### src/include/umsna_regs.vh
// register map, field positions, reset values and codes of the modem status / network block
`ifndef UMSNA_REGS_VH
`define UMSNA_REGS_VH

// byte addresses of the registers
`define UMSNA_ADDR_MODEM_STATUS 32'hffff0718
`define UMSNA_ADDR_SCRATCH 32'hffff071c
`define UMSNA_ADDR_NET_ENABLE 32'hffff0720
`define UMSNA_ADDR_NET_IID 32'hffff0724
`define UMSNA_ADDR_MATCH 32'hffff0728
`define UMSNA_ADDR_FRAC_DIV 32'hffff072c

// reset values
`define UMSNA_RST_MODEM_STATUS 8'h00
`define UMSNA_RST_SCRATCH 8'h00
`define UMSNA_RST_NET_ENABLE 8'h04
`define UMSNA_RST_NET_IID 8'h01
`define UMSNA_RST_MATCH 8'haa
`define UMSNA_RST_FRAC_DIV 16'h0000

// modem status fields
`define UMSNA_MS_DELTA_CLEAR_TO_SEND 0
`define UMSNA_MS_DELTA_SET_READY 1
`define UMSNA_MS_RING_TRAILING_EDGE 2
`define UMSNA_MS_DELTA_CARRIER_DETECT 3
`define UMSNA_MS_CTS 4
`define UMSNA_MS_DSR 5
`define UMSNA_MS_RI 6
`define UMSNA_MS_DCD 7

// modem input order inside the synchroniser vector
`define UMSNA_IN_CTS 0
`define UMSNA_IN_DSR 1
`define UMSNA_IN_RING_N 2
`define UMSNA_IN_DCD 3

// scratch field used as transmitted address marker
`define UMSNA_SCR_ADDR_MARK 0

// fractional divider fields
`define UMSNA_FD_ON 15
`define UMSNA_FD_M_HI 12
`define UMSNA_FD_M_LO 11
`define UMSNA_FD_N_HI 10
`define UMSNA_FD_N_LO 0
`define UMSNA_FD_WR_MASK 16'h9fff
`define UMSNA_FD_M_ZERO_AS 3'h4

// network enable fields
`define UMSNA_NE_MODE_ON 7
`define UMSNA_NE_TX9_ON 6
`define UMSNA_NE_RX9_ON 5
`define UMSNA_NE_IRQ_ON 4
`define UMSNA_NE_DATA9 3
`define UMSNA_NE_PIN_DRV 2
`define UMSNA_NE_ADDR_POL 1
`define UMSNA_NE_SEND_ADDR 0

// identification codes, bits 3:1
`define UMSNA_IID_NONE 3'h0
`define UMSNA_IID_LINE_STATUS 3'h3
`define UMSNA_IID_RX_FULL 3'h2
`define UMSNA_IID_ADDR_MATCH 3'h6
`define UMSNA_IID_TX_EMPTY 3'h1
`define UMSNA_IID_ADDR_SENT 3'h5
`define UMSNA_IID_MODEM 3'h0

// cycles the modem inputs settle after reset before deltas count
`define UMSNA_SETTLE_CYCLES 3'h5

`endif

### src/hdl/umsna_sync3.v
// three-stage synchroniser with agreement filter, one lane per modem input
`timescale 1ns/10ps
`default_nettype none

module umsna_sync3 #(
	parameter WIDTH = 4
) (
	input wire clk_i,
	input wire rst_n_i,
	input wire [WIDTH-1:0] async_i,
	output wire [WIDTH-1:0] level_o
);

	genvar g;
	generate
		for (g = 0; g < WIDTH; g = g + 1) begin : g_lane
			reg meta_r;
			reg mid_r;
			reg late_r;
			reg level_r;
			// first stage feeds only the second; level moves when stages two and three agree
			always @(posedge clk_i or negedge rst_n_i) begin
				if (!rst_n_i) begin
					meta_r <= 1'b0;
					mid_r <= 1'b0;
					late_r <= 1'b0;
					level_r <= 1'b0;
				end else begin
					meta_r <= async_i[g];
					mid_r <= meta_r;
					late_r <= mid_r;
					if (mid_r == late_r) begin
						level_r <= late_r;
					end
				end
			end
			assign level_o[g] = level_r;
		end
	endgenerate

endmodule // umsna_sync3

`default_nettype wire

### src/hdl/umsna_top.v
// modem status, scratch, fractional divider and network addressable mode registers
//
// Behaviour
// - delta clear-to-send flag, bit 0, set on CTS change, cleared by status read.
// - delta set-ready flag, bit 1, set on DSR change, cleared by status read.
// - ring trailing-edge flag, bit 2, set on ring input 0 to 1, read clears.
// - delta carrier flag, bit 3, set on DCD change, cleared by status read.
// - status upper bits show DCD 7, RI 6, DSR 5, CTS 4; read-only.
// - eight-bit scratch register, read/write, untouched by hardware.
// - in network mode scratch bit 0 or enable bit 0 gives ninth transmitted bit: 1 address.
// - divider bit 15 picks fractional generator, else standard divisor generator.
// - divider holds M in 12:11, N in 10:0; M of zero means four.
// - network enable bit 7 turns network address mode on and off.
// - network mode disables parity check; parity slot carries address marker.
// - network enable bit 6 enables nine-bit transmit, only in network mode.
// - network enable bit 5 enables nine-bit receive, only in network mode.
// - network enable bit 3 selects nine-bit data words in network mode, else eight-bit.
// - network enable bit 2 drives serial output pin; clear leaves it floating in network mode only.
// - network enable bit 0 selects sending slave address or data.
// - network enable bit 4 enables network interrupt; bit 1 sets address polarity.
// - identify register: code in bits 3:1, active-low pending in bit 0.
// - line status code 011 first; address match 110 second; receive full code 010 third.
// - address sent 101 fourth, then tx empty 001; modem status 000 last.
// - each received network address is compared with the match register.
// - matching address raises interrupt and code 110; receive read clears it.
`timescale 1ns/10ps
`default_nettype none
`include "umsna_regs.vh"

module umsna_top (
	input wire MCLK_I,
	input wire RSTN_I,
	// register port
	input wire [31:0] ADDR_I,
	input wire [31:0] WDATA_I,
	input wire WR_I,
	input wire RD_I,
	output reg [31:0] RDATA_O,
	// modem pins
	input wire CTS_I,
	input wire DSR_I,
	input wire RING_N_I,
	input wire DCD_I,
	// events and strobes from the rest of the uart
	input wire LINE_STATUS_EVT_I,
	input wire LINE_STATUS_READ_I,
	input wire RX_FULL_EVT_I,
	input wire RX_READ_I,
	input wire TX_EMPTY_EVT_I,
	input wire TX_WRITE_I,
	input wire PRIMARY_IID_READ_I,
	input wire RX_WORD_VALID_I,
	input wire [7:0] RX_WORD_I,
	input wire RX_MARK_BIT_I,
	input wire SERIAL_OUT_I,
	// configuration to the rest of the uart
	output reg FRAC_GEN_ON_O,
	output reg [2:0] FRAC_M_O,
	output reg [10:0] FRAC_N_O,
	output reg NET_MODE_O,
	output reg PARITY_CHECK_OFF_O,
	output reg TX_MARK_BIT_O,
	output reg TX_NINE_BIT_O,
	output reg RX_NINE_BIT_O,
	output reg NINE_BIT_DATA_O,
	output reg NET_IRQ_O,
	// serial output pin
	output reg SERIAL_OUT_PIN_O,
	output reg SERIAL_OUT_OE_O
);

	wire [3:0] modem_lvl;
	wire cts_lvl;
	wire dsr_lvl;
	wire ring_n_lvl;
	wire dcd_lvl;
	reg [3:0] modem_prev_r;
	reg [2:0] settle_r;
	wire settled;
	reg [3:0] delta_r;
	reg [3:0] delta_nxt;
	reg [7:0] scratch_r;
	reg [7:0] net_enable_r;
	reg [7:0] match_r;
	reg [15:0] frac_div_r;
	reg line_status_pend_r;
	reg rx_full_pend_r;
	reg addr_match_pend_r;
	reg tx_empty_pend_r;
	reg addr_sent_pend_r;
	reg [2:0] iid_code;
	reg iid_pend_n;
	reg [31:0] rdata_nxt;
	wire sel_status;
	wire sel_scratch;
	wire sel_enable;
	wire sel_iid;
	wire sel_match;
	wire sel_frac;
	wire status_read;
	wire mode_on;
	wire cts_evt;
	wire dsr_evt;
	wire ring_evt;
	wire dcd_evt;
	wire rx_is_addr;
	wire addr_hit;
	wire sent_addr;
	wire [1:0] m_field;

	// modem inputs pass the three-stage synchroniser
	umsna_sync3 #(
		.WIDTH(4)
	) u_sync (
		.clk_i(MCLK_I),
		.rst_n_i(RSTN_I),
		.async_i({DCD_I, RING_N_I, DSR_I, CTS_I}),
		.level_o(modem_lvl)
	);

	assign cts_lvl = modem_lvl[`UMSNA_IN_CTS];
	assign dsr_lvl = modem_lvl[`UMSNA_IN_DSR];
	assign ring_n_lvl = modem_lvl[`UMSNA_IN_RING_N];
	assign dcd_lvl = modem_lvl[`UMSNA_IN_DCD];

	// address decode of the register port
	assign sel_status = (ADDR_I == `UMSNA_ADDR_MODEM_STATUS);
	assign sel_scratch = (ADDR_I == `UMSNA_ADDR_SCRATCH);
	assign sel_enable = (ADDR_I == `UMSNA_ADDR_NET_ENABLE);
	assign sel_iid = (ADDR_I == `UMSNA_ADDR_NET_IID);
	assign sel_match = (ADDR_I == `UMSNA_ADDR_MATCH);
	assign sel_frac = (ADDR_I == `UMSNA_ADDR_FRAC_DIV);
	assign status_read = RD_I & sel_status;

	assign mode_on = net_enable_r[`UMSNA_NE_MODE_ON];

	// hold off delta detection until the synchroniser has filled and the previous level caught up
	assign settled = (settle_r == `UMSNA_SETTLE_CYCLES);

	always @(posedge MCLK_I or negedge RSTN_I) begin
		if (!RSTN_I) begin
			settle_r <= 3'h0;
			modem_prev_r <= 4'h0;
		end else begin
			if (!settled) begin
				settle_r <= settle_r + 3'h1;
			end
			modem_prev_r <= modem_lvl;
		end
	end

	// change detection on the filtered modem levels
	assign cts_evt = settled & (cts_lvl != modem_prev_r[`UMSNA_IN_CTS]);
	assign dsr_evt = settled & (dsr_lvl != modem_prev_r[`UMSNA_IN_DSR]);
	assign ring_evt = settled & ring_n_lvl & ~modem_prev_r[`UMSNA_IN_RING_N];
	assign dcd_evt = settled & (dcd_lvl != modem_prev_r[`UMSNA_IN_DCD]);

	// delta flags: a read clears them, a coinciding change sets them again
	always @* begin
		delta_nxt = delta_r;
		if (status_read) begin
			delta_nxt = 4'h0;
		end
		if (cts_evt) begin
			delta_nxt[`UMSNA_MS_DELTA_CLEAR_TO_SEND] = 1'b1;
		end
		if (dsr_evt) begin
			delta_nxt[`UMSNA_MS_DELTA_SET_READY] = 1'b1;
		end
		if (ring_evt) begin
			delta_nxt[`UMSNA_MS_RING_TRAILING_EDGE] = 1'b1;
		end
		if (dcd_evt) begin
			delta_nxt[`UMSNA_MS_DELTA_CARRIER_DETECT] = 1'b1;
		end
	end

	always @(posedge MCLK_I or negedge RSTN_I) begin
		if (!RSTN_I) begin
			delta_r <= 4'h0;
		end else begin
			delta_r <= delta_nxt;
		end
	end

	// software-written registers; status and identify ignore writes
	always @(posedge MCLK_I or negedge RSTN_I) begin
		if (!RSTN_I) begin
			scratch_r <= `UMSNA_RST_SCRATCH;
			net_enable_r <= `UMSNA_RST_NET_ENABLE;
			match_r <= `UMSNA_RST_MATCH;
			frac_div_r <= `UMSNA_RST_FRAC_DIV;
		end else if (WR_I) begin
			if (sel_scratch) begin
				scratch_r <= WDATA_I[7:0];
			end
			if (sel_enable) begin
				net_enable_r <= WDATA_I[7:0];
			end
			if (sel_match) begin
				match_r <= WDATA_I[7:0];
			end
			if (sel_frac) begin
				frac_div_r <= WDATA_I[15:0] & `UMSNA_FD_WR_MASK;
			end
		end
	end

	// received word is an address when its marker bit matches the chosen polarity
	assign rx_is_addr = mode_on & net_enable_r[`UMSNA_NE_RX9_ON]
		& (RX_MARK_BIT_I ^ net_enable_r[`UMSNA_NE_ADDR_POL]);
	assign addr_hit = RX_WORD_VALID_I & rx_is_addr & (RX_WORD_I == match_r);

	// the word just sent was an address
	assign sent_addr = mode_on & (scratch_r[`UMSNA_SCR_ADDR_MARK]
		| net_enable_r[`UMSNA_NE_SEND_ADDR]);

	// sticky interrupt sources; set beats clear in the same cycle
	always @(posedge MCLK_I or negedge RSTN_I) begin
		if (!RSTN_I) begin
			line_status_pend_r <= 1'b0;
			rx_full_pend_r <= 1'b0;
			addr_match_pend_r <= 1'b0;
			tx_empty_pend_r <= 1'b0;
			addr_sent_pend_r <= 1'b0;
		end else begin
			// line status, cleared by reading line status
			line_status_pend_r <= LINE_STATUS_EVT_I
				| (line_status_pend_r & ~LINE_STATUS_READ_I);
			// receive buffer full, cleared by reading receive data
			rx_full_pend_r <= RX_FULL_EVT_I | (rx_full_pend_r & ~RX_READ_I);
			// address match, cleared by reading receive data
			addr_match_pend_r <= addr_hit | (addr_match_pend_r & ~RX_READ_I);
			// transmit empty after data, cleared by a transmit write or primary identify read
			tx_empty_pend_r <= (TX_EMPTY_EVT_I & ~sent_addr)
				| (tx_empty_pend_r & ~TX_WRITE_I & ~PRIMARY_IID_READ_I);
			// transmit empty after an address, same clearing
			addr_sent_pend_r <= (TX_EMPTY_EVT_I & sent_addr)
				| (addr_sent_pend_r & ~TX_WRITE_I & ~PRIMARY_IID_READ_I);
		end
	end

	// priority encoder of the identify register
	always @* begin
		iid_code = `UMSNA_IID_NONE;
		iid_pend_n = 1'b1;
		if (line_status_pend_r) begin
			iid_code = `UMSNA_IID_LINE_STATUS;
			iid_pend_n = 1'b0;
		end else if (addr_match_pend_r) begin
			iid_code = `UMSNA_IID_ADDR_MATCH;
			iid_pend_n = 1'b0;
		end else if (rx_full_pend_r) begin
			iid_code = `UMSNA_IID_RX_FULL;
			iid_pend_n = 1'b0;
		end else if (addr_sent_pend_r) begin
			iid_code = `UMSNA_IID_ADDR_SENT;
			iid_pend_n = 1'b0;
		end else if (tx_empty_pend_r) begin
			iid_code = `UMSNA_IID_TX_EMPTY;
			iid_pend_n = 1'b0;
		end else if (delta_r != 4'h0) begin
			iid_code = `UMSNA_IID_MODEM;
			iid_pend_n = 1'b0;
		end
	end

	// read data multiplexer; unmapped addresses read zero
	always @* begin
		rdata_nxt = 32'h00000000;
		if (RD_I) begin
			if (sel_status) begin
				rdata_nxt[`UMSNA_MS_DCD] = dcd_lvl;
				rdata_nxt[`UMSNA_MS_RI] = ~ring_n_lvl;
				rdata_nxt[`UMSNA_MS_DSR] = dsr_lvl;
				rdata_nxt[`UMSNA_MS_CTS] = cts_lvl;
				rdata_nxt[3:0] = delta_r;
			end else if (sel_scratch) begin
				rdata_nxt[7:0] = scratch_r;
			end else if (sel_enable) begin
				rdata_nxt[7:0] = net_enable_r;
			end else if (sel_iid) begin
				rdata_nxt[3:0] = {iid_code, iid_pend_n};
			end else if (sel_match) begin
				rdata_nxt[7:0] = match_r;
			end else if (sel_frac) begin
				rdata_nxt[15:0] = frac_div_r;
			end
		end
	end

	always @(posedge MCLK_I or negedge RSTN_I) begin
		if (!RSTN_I) begin
			RDATA_O <= 32'h00000000;
		end else begin
			RDATA_O <= rdata_nxt;
		end
	end

	// effective M: a zero field stands for four
	assign m_field = frac_div_r[`UMSNA_FD_M_HI:`UMSNA_FD_M_LO];

	// configuration outputs, registered from the control registers
	always @(posedge MCLK_I or negedge RSTN_I) begin
		if (!RSTN_I) begin
			FRAC_GEN_ON_O <= 1'b0;
			FRAC_M_O <= `UMSNA_FD_M_ZERO_AS;
			FRAC_N_O <= 11'h000;
			NET_MODE_O <= 1'b0;
			PARITY_CHECK_OFF_O <= 1'b0;
			TX_MARK_BIT_O <= 1'b0;
			TX_NINE_BIT_O <= 1'b0;
			RX_NINE_BIT_O <= 1'b0;
			NINE_BIT_DATA_O <= 1'b0;
			NET_IRQ_O <= 1'b0;
		end else begin
			FRAC_GEN_ON_O <= frac_div_r[`UMSNA_FD_ON];
			FRAC_M_O <= (m_field == 2'h0) ? `UMSNA_FD_M_ZERO_AS : {1'b0, m_field};
			FRAC_N_O <= frac_div_r[`UMSNA_FD_N_HI:`UMSNA_FD_N_LO];
			NET_MODE_O <= mode_on;
			PARITY_CHECK_OFF_O <= mode_on;
			TX_MARK_BIT_O <= sent_addr;
			TX_NINE_BIT_O <= mode_on & net_enable_r[`UMSNA_NE_TX9_ON];
			RX_NINE_BIT_O <= mode_on & net_enable_r[`UMSNA_NE_RX9_ON];
			NINE_BIT_DATA_O <= mode_on & net_enable_r[`UMSNA_NE_DATA9];
			NET_IRQ_O <= mode_on & net_enable_r[`UMSNA_NE_IRQ_ON] & ~iid_pend_n;
		end
	end

	// serial output pin driver; released in reset, then always driven outside network mode
	always @(posedge MCLK_I or negedge RSTN_I) begin
		if (!RSTN_I) begin
			SERIAL_OUT_PIN_O <= 1'b1;
			SERIAL_OUT_OE_O <= 1'b0;
		end else begin
			SERIAL_OUT_PIN_O <= SERIAL_OUT_I;
			SERIAL_OUT_OE_O <= ~mode_on | net_enable_r[`UMSNA_NE_PIN_DRV];
		end
	end

endmodule // umsna_top

`default_nettype wire

### config.mk
export PLATFORM = sky130hd
export DESIGN_NAME = umsna_top
export DESIGN_NICKNAME = d
export VERILOG_FILES = /design/src/hdl/umsna_sync3.v /design/src/hdl/umsna_top.v
export VERILOG_INCLUDE_DIRS = /design/src /design/src/include
export SDC_FILE = /design/constraint.sdc
export NUM_CORES = 1
export LEC_CHECK = 0
export ABC_AREA = 1
export BUFFER_PORTS_ARGS = -buffer_cell sky130_fd_sc_hd__clkbuf_2
export CORE_ASPECT_RATIO = 0.75
export CORE_MARGIN = 4
export CORE_UTILIZATION = 55
export DETAILED_ROUTE_END_ITERATION = 16
export GPL_ROUTABILITY_DRIVEN = 0
export PLACE_DENSITY = 0.85
export SLEW_MARGIN = 20
export SYNTH_ARGS = -nofsm -noshare
export SYNTH_HDL_FRONTEND = slang
export SYNTH_SLANG_ARGS = --single-unit
export TNS_END_PERCENT = 5
### constraint.sdc
create_clock -name MCLK_I -period 2.3 [get_ports MCLK_I]
set_clock_uncertainty 0.15 [all_clocks]
set_input_delay 0.46 -clock MCLK_I [delete_from_list [all_inputs] [get_ports MCLK_I]]
set_output_delay 0.46 -clock MCLK_I [all_outputs]
set_load 0.005 [all_outputs]
==> metrics.md <==
| Metric | Value |
|---|---|
| Hold Buf Count CTS | `2` |
| Worst Path Max Fanout | `6` |
| Die Y | `87.0 um` |
| Switching component of the power | `about 770 uW` |
| Avg WL per Cell | `13.8 um` |
| Die area | `0.00987 mm2` |
| CP dominant cell by count | `nor2_1` |
| Via count | `3,542` |
| Hold crit path type | `input port to flop` |
| Crit end category | `flop` |
| Detailed router's first-iteration violation count | `183` |
| Critical-path top delay cell | `nand2_1` |
| Final Net Count | `690` |
| Layout area overhead | `19.0%` |
| Worst vdd ir | `424 uV` |
| Max-slew violations | `0` |
| Cell Area, Placed | `0.00520 mm2` |
| Fin area | `0.00545 mm2` |
| Fin crit period | `between 1.5 and 2 ns` |
| Synth cell types | `40` |
| Largest family of logic cells by synthesized area | `simple AND/OR/NAND/NOR gates` |
| Top Ports | `about 150` |
| Core area | `0.00799 mm2` |
| Final setup vio count | `0` |
| Kind of critical path | `input port to flop` |
| First-pass GRT wire length | `15,800 um` |
| Post-CTS resize count | `0` |
| Initial antenna violation count | `0` |
| Final Hold Vio Count | `0` |
| Yosys reg bits | `107` |
| Internal power | `2.65 mW` |
| Total placed cells including tap cells | `690` |
| Starting Density | `57.3%` |
| Power per Cell Area | `626 mW/mm2` |
| Synth Area in Simple Gates | `21.6%` |
| Worst setup SP type | `input port` |
| Flop pwr share | `between 50% and 60%` |
| Clock latency on the worst-skew pair | `0.37 ns` |
| Post-layout util | `68.3%` |
| CTS root buffer | `clkbuf_8` |
| Antenna diodes | `0` |
| Complex-gate fraction of the synthesized area | `under 10%` |
| Share of layout cells above drive strength 1 | `29.7%` |
| Synth Area in Adders | `~1.4%` |
| Main synth FF type | `dfrtp_1` |
| Max-cap violations | `0` |
| Comb pwr share | `between 5 and 6%` |
| Post-DP HPWL | `7540 um` |
| Post-DRT Antenna Nets | `0` |
| Worst path cell trace | `clkbuf_2, inv_1, nand2_1, nor2_1, nand2_1, nor2_1, nand3_2, nand2_1, nor2_1, nand3_1, nor2_1` |
| Delay of the slowest critical-path stage | `0.24 ns` |
| Power share of the clock group | `37.7%` |
| CTS clock-pin slew for the worst setup and hold paths | `0.10 ns` |
| CTS max path bufs | `2` |
| Mux cell area share after synthesis | `0%` |
| Syn avg cell area | `around 9.5 um2` |
| Sw Ratio | `22.5%` |
| Pin count of the biggest net entering global routing | `39` |
| Max Freq | `~570 MHz` |
| Sinks on the clock net | `107` |
| RSZ-0062 raised after global routing | `no` |
| Run status | `finished clean` |
| Vias in the first global route | `3,457` |
| Most frequent cells in the layout | `nand2_1 (124), clkbuf_2 (108), dfrtp_1 (100), nor2_1 (51), inv_1 (49)` |
| Number of flops mapped to enable cells by yosys | `0` |
| Largest cells by area after synthesis | `dfrtp_1 (55%), nand2_1 (10%), nor2_1 (4.2%)` |
| TritonCTS Buffers | `9` |
| DR pass1 iterations | `5` |
| GRT Overall Usage | `20.6%` |
| DRC Markers | `0` |
| Worst Path Arrival | `1.85 ns` |
| Post-synth top area share | `54.6%` |
| Synth async-reset ratio | `100%` |
| CTS tree | `done` |
| Commonest non-fill, non-tap cell in the layout | `nand2_1` |
| # rows | `28` |
| Total congestion overflow | `0` |
| Synth area leader | `dfrtp_1` |
| Drt via density | `5.00` |
| Mapped Cells | `483` |
| Postcts setup bufs | `0` |
| Sequential area share after synthesis | `around 59%` |
| Final Non-Filler Cells | `708` |
| H-tree lvl count | `3` |
| Xor and xnor area share after synthesis | `1.15%` |
| Synth warnings | `0` |
| Post-Syn Area | `0.00458 mm2` |
| Setup TNS | `0 ns` |
| Leak Pwr | `~2.9 nW` |
| I/O Buffers | `109` |
| Post-Route WL | `9770 um` |
| Tcrit/Tclk final | `76.1%` |
| Worst endpoint required time | `between 2 and 2.5 ns` |
| Die X | `113 um` |
sequential cells by signal, indices dropped and copies added, names as in the netlist, 8 cells and up:
name          cells
net_enable_r      8
frac_div_r       14
RDATA_O          14
FRAC_N_O         11
scratch_r         8
match_r           8
path summary, 6_finish.rpt:
| kind | start | slack (ns) | cells past startpoint | to |
|---|---|---|---|---|
| max in group asynchronous | RSTN_I | 0.95 | 3 | net_enable_r[2]$_DFFE_PN1P_ |
| hold / removal | DCD_I | 0.05 | 1 | u_sync.g_lane[3].meta_r$_DFF_PN0_ |
| setup / recovery | ADDR_I[13] | 0.55 | 11 | RDATA_O[10]$_DFF_PN0_ |
| setup reg to reg | addr_sent_pend_r$_DFF_PN0_ | 0.69 | 7 | RDATA_O[0]$_DFF_PN0_ |
| min in group asynchronous | RSTN_I | 0.43 | 2 | TX_MARK_BIT_O$_DFF_PN0_ |
| hold reg to reg | u_sync.g_lane[3].meta_r$_DFF_PN0_ | 0.20 | 0 | u_sync.g_lane[3].mid_r$_DFF_PN0_ |
critical path: cells and delay by family:
| family | cells | cell delay (ns) |
|---|---|---|
| AND/OR/NAND/NOR | 9 | 1.27 |
| buffers and inverters | 2 | 0.12 |
cell type report:
cell class / count / area [um2]
Clock buffer: 10 / 138
Clock inverter: 6 / 95.1
Fill cell: 633 / 2530
Inverter: 54 / 203
Multi-Input combinational cell: 309 / 1550
Sequential cell: 107 / 2690
Tap cell: 105 / 131
Timing Repair Buffer: 117 / 651
per-stage QoR:
| stage | power [mW] | worst slack [ns] | hold WS (ns) |
|---|---|---|---|
| floorplan | 2.06 | 0.501 | 0.0144 |
| global placement | 2.16 | 0.246 | 0.183 |
| detailed placement | 2.16 | 0.176 | 0.186 |
| CTS | 3.44 | 0.567 | 0.0310 |
| global route | 3.54 | 0.375 | 0.0205 |
| finish | 3.41 | 0.551 | 0.0465 |
cell families after synthesis:
logic type / count (synthesis)
simple gates: 222
flops: 107
buf+inv: 84
compound gates: 57
xor+xnor: 6
fa+ha+maj: 6
other cells: 1
power groups by stage:
stage	combinational (mW)	clock (mW)	sequential, mW
floorplan	0.0952	0	1.96
global placement	0.193	0	1.96
detailed placement	0.198	0	1.96
CTS	0.202	1.31	1.93
global route	0.227	1.38	1.93
finish	0.200	1.29	1.93
Yosys cell counts, types with 3 or more instances:
library cell / instances
or2_2: 4
xnor2_1: 5
clkbuf_1: 4
a21oi_1: 4
inv_2: 5
nand2_1: 124
o21ai_2: 16
dfstp_2: 7
nand3_2: 4
nand4_1: 8
maj3_1: 4
nor2_1: 51
o21ai_1: 10
nand2_2: 3
nor3_1: 7
o21ai_0: 17
buf_2: 3
o211ai_1: 3
dfrtp_1: 100
inv_1: 49
buf_4: 20
nand3_1: 10
per-layer routing:
layer | global-route usage, % | vias to the layer above | part of all wire (%)
met3 | 5.56 | 13 | 10
met4 | 4.69 | 0 | 1.1
met5 | 0 | - | 0
li1 | - | 1713 | -
met1 | 27.2 | 1648 | 42
met2 | 34.6 | 168 | 47
Note: power is estimated with default switching activity, not from simulation.
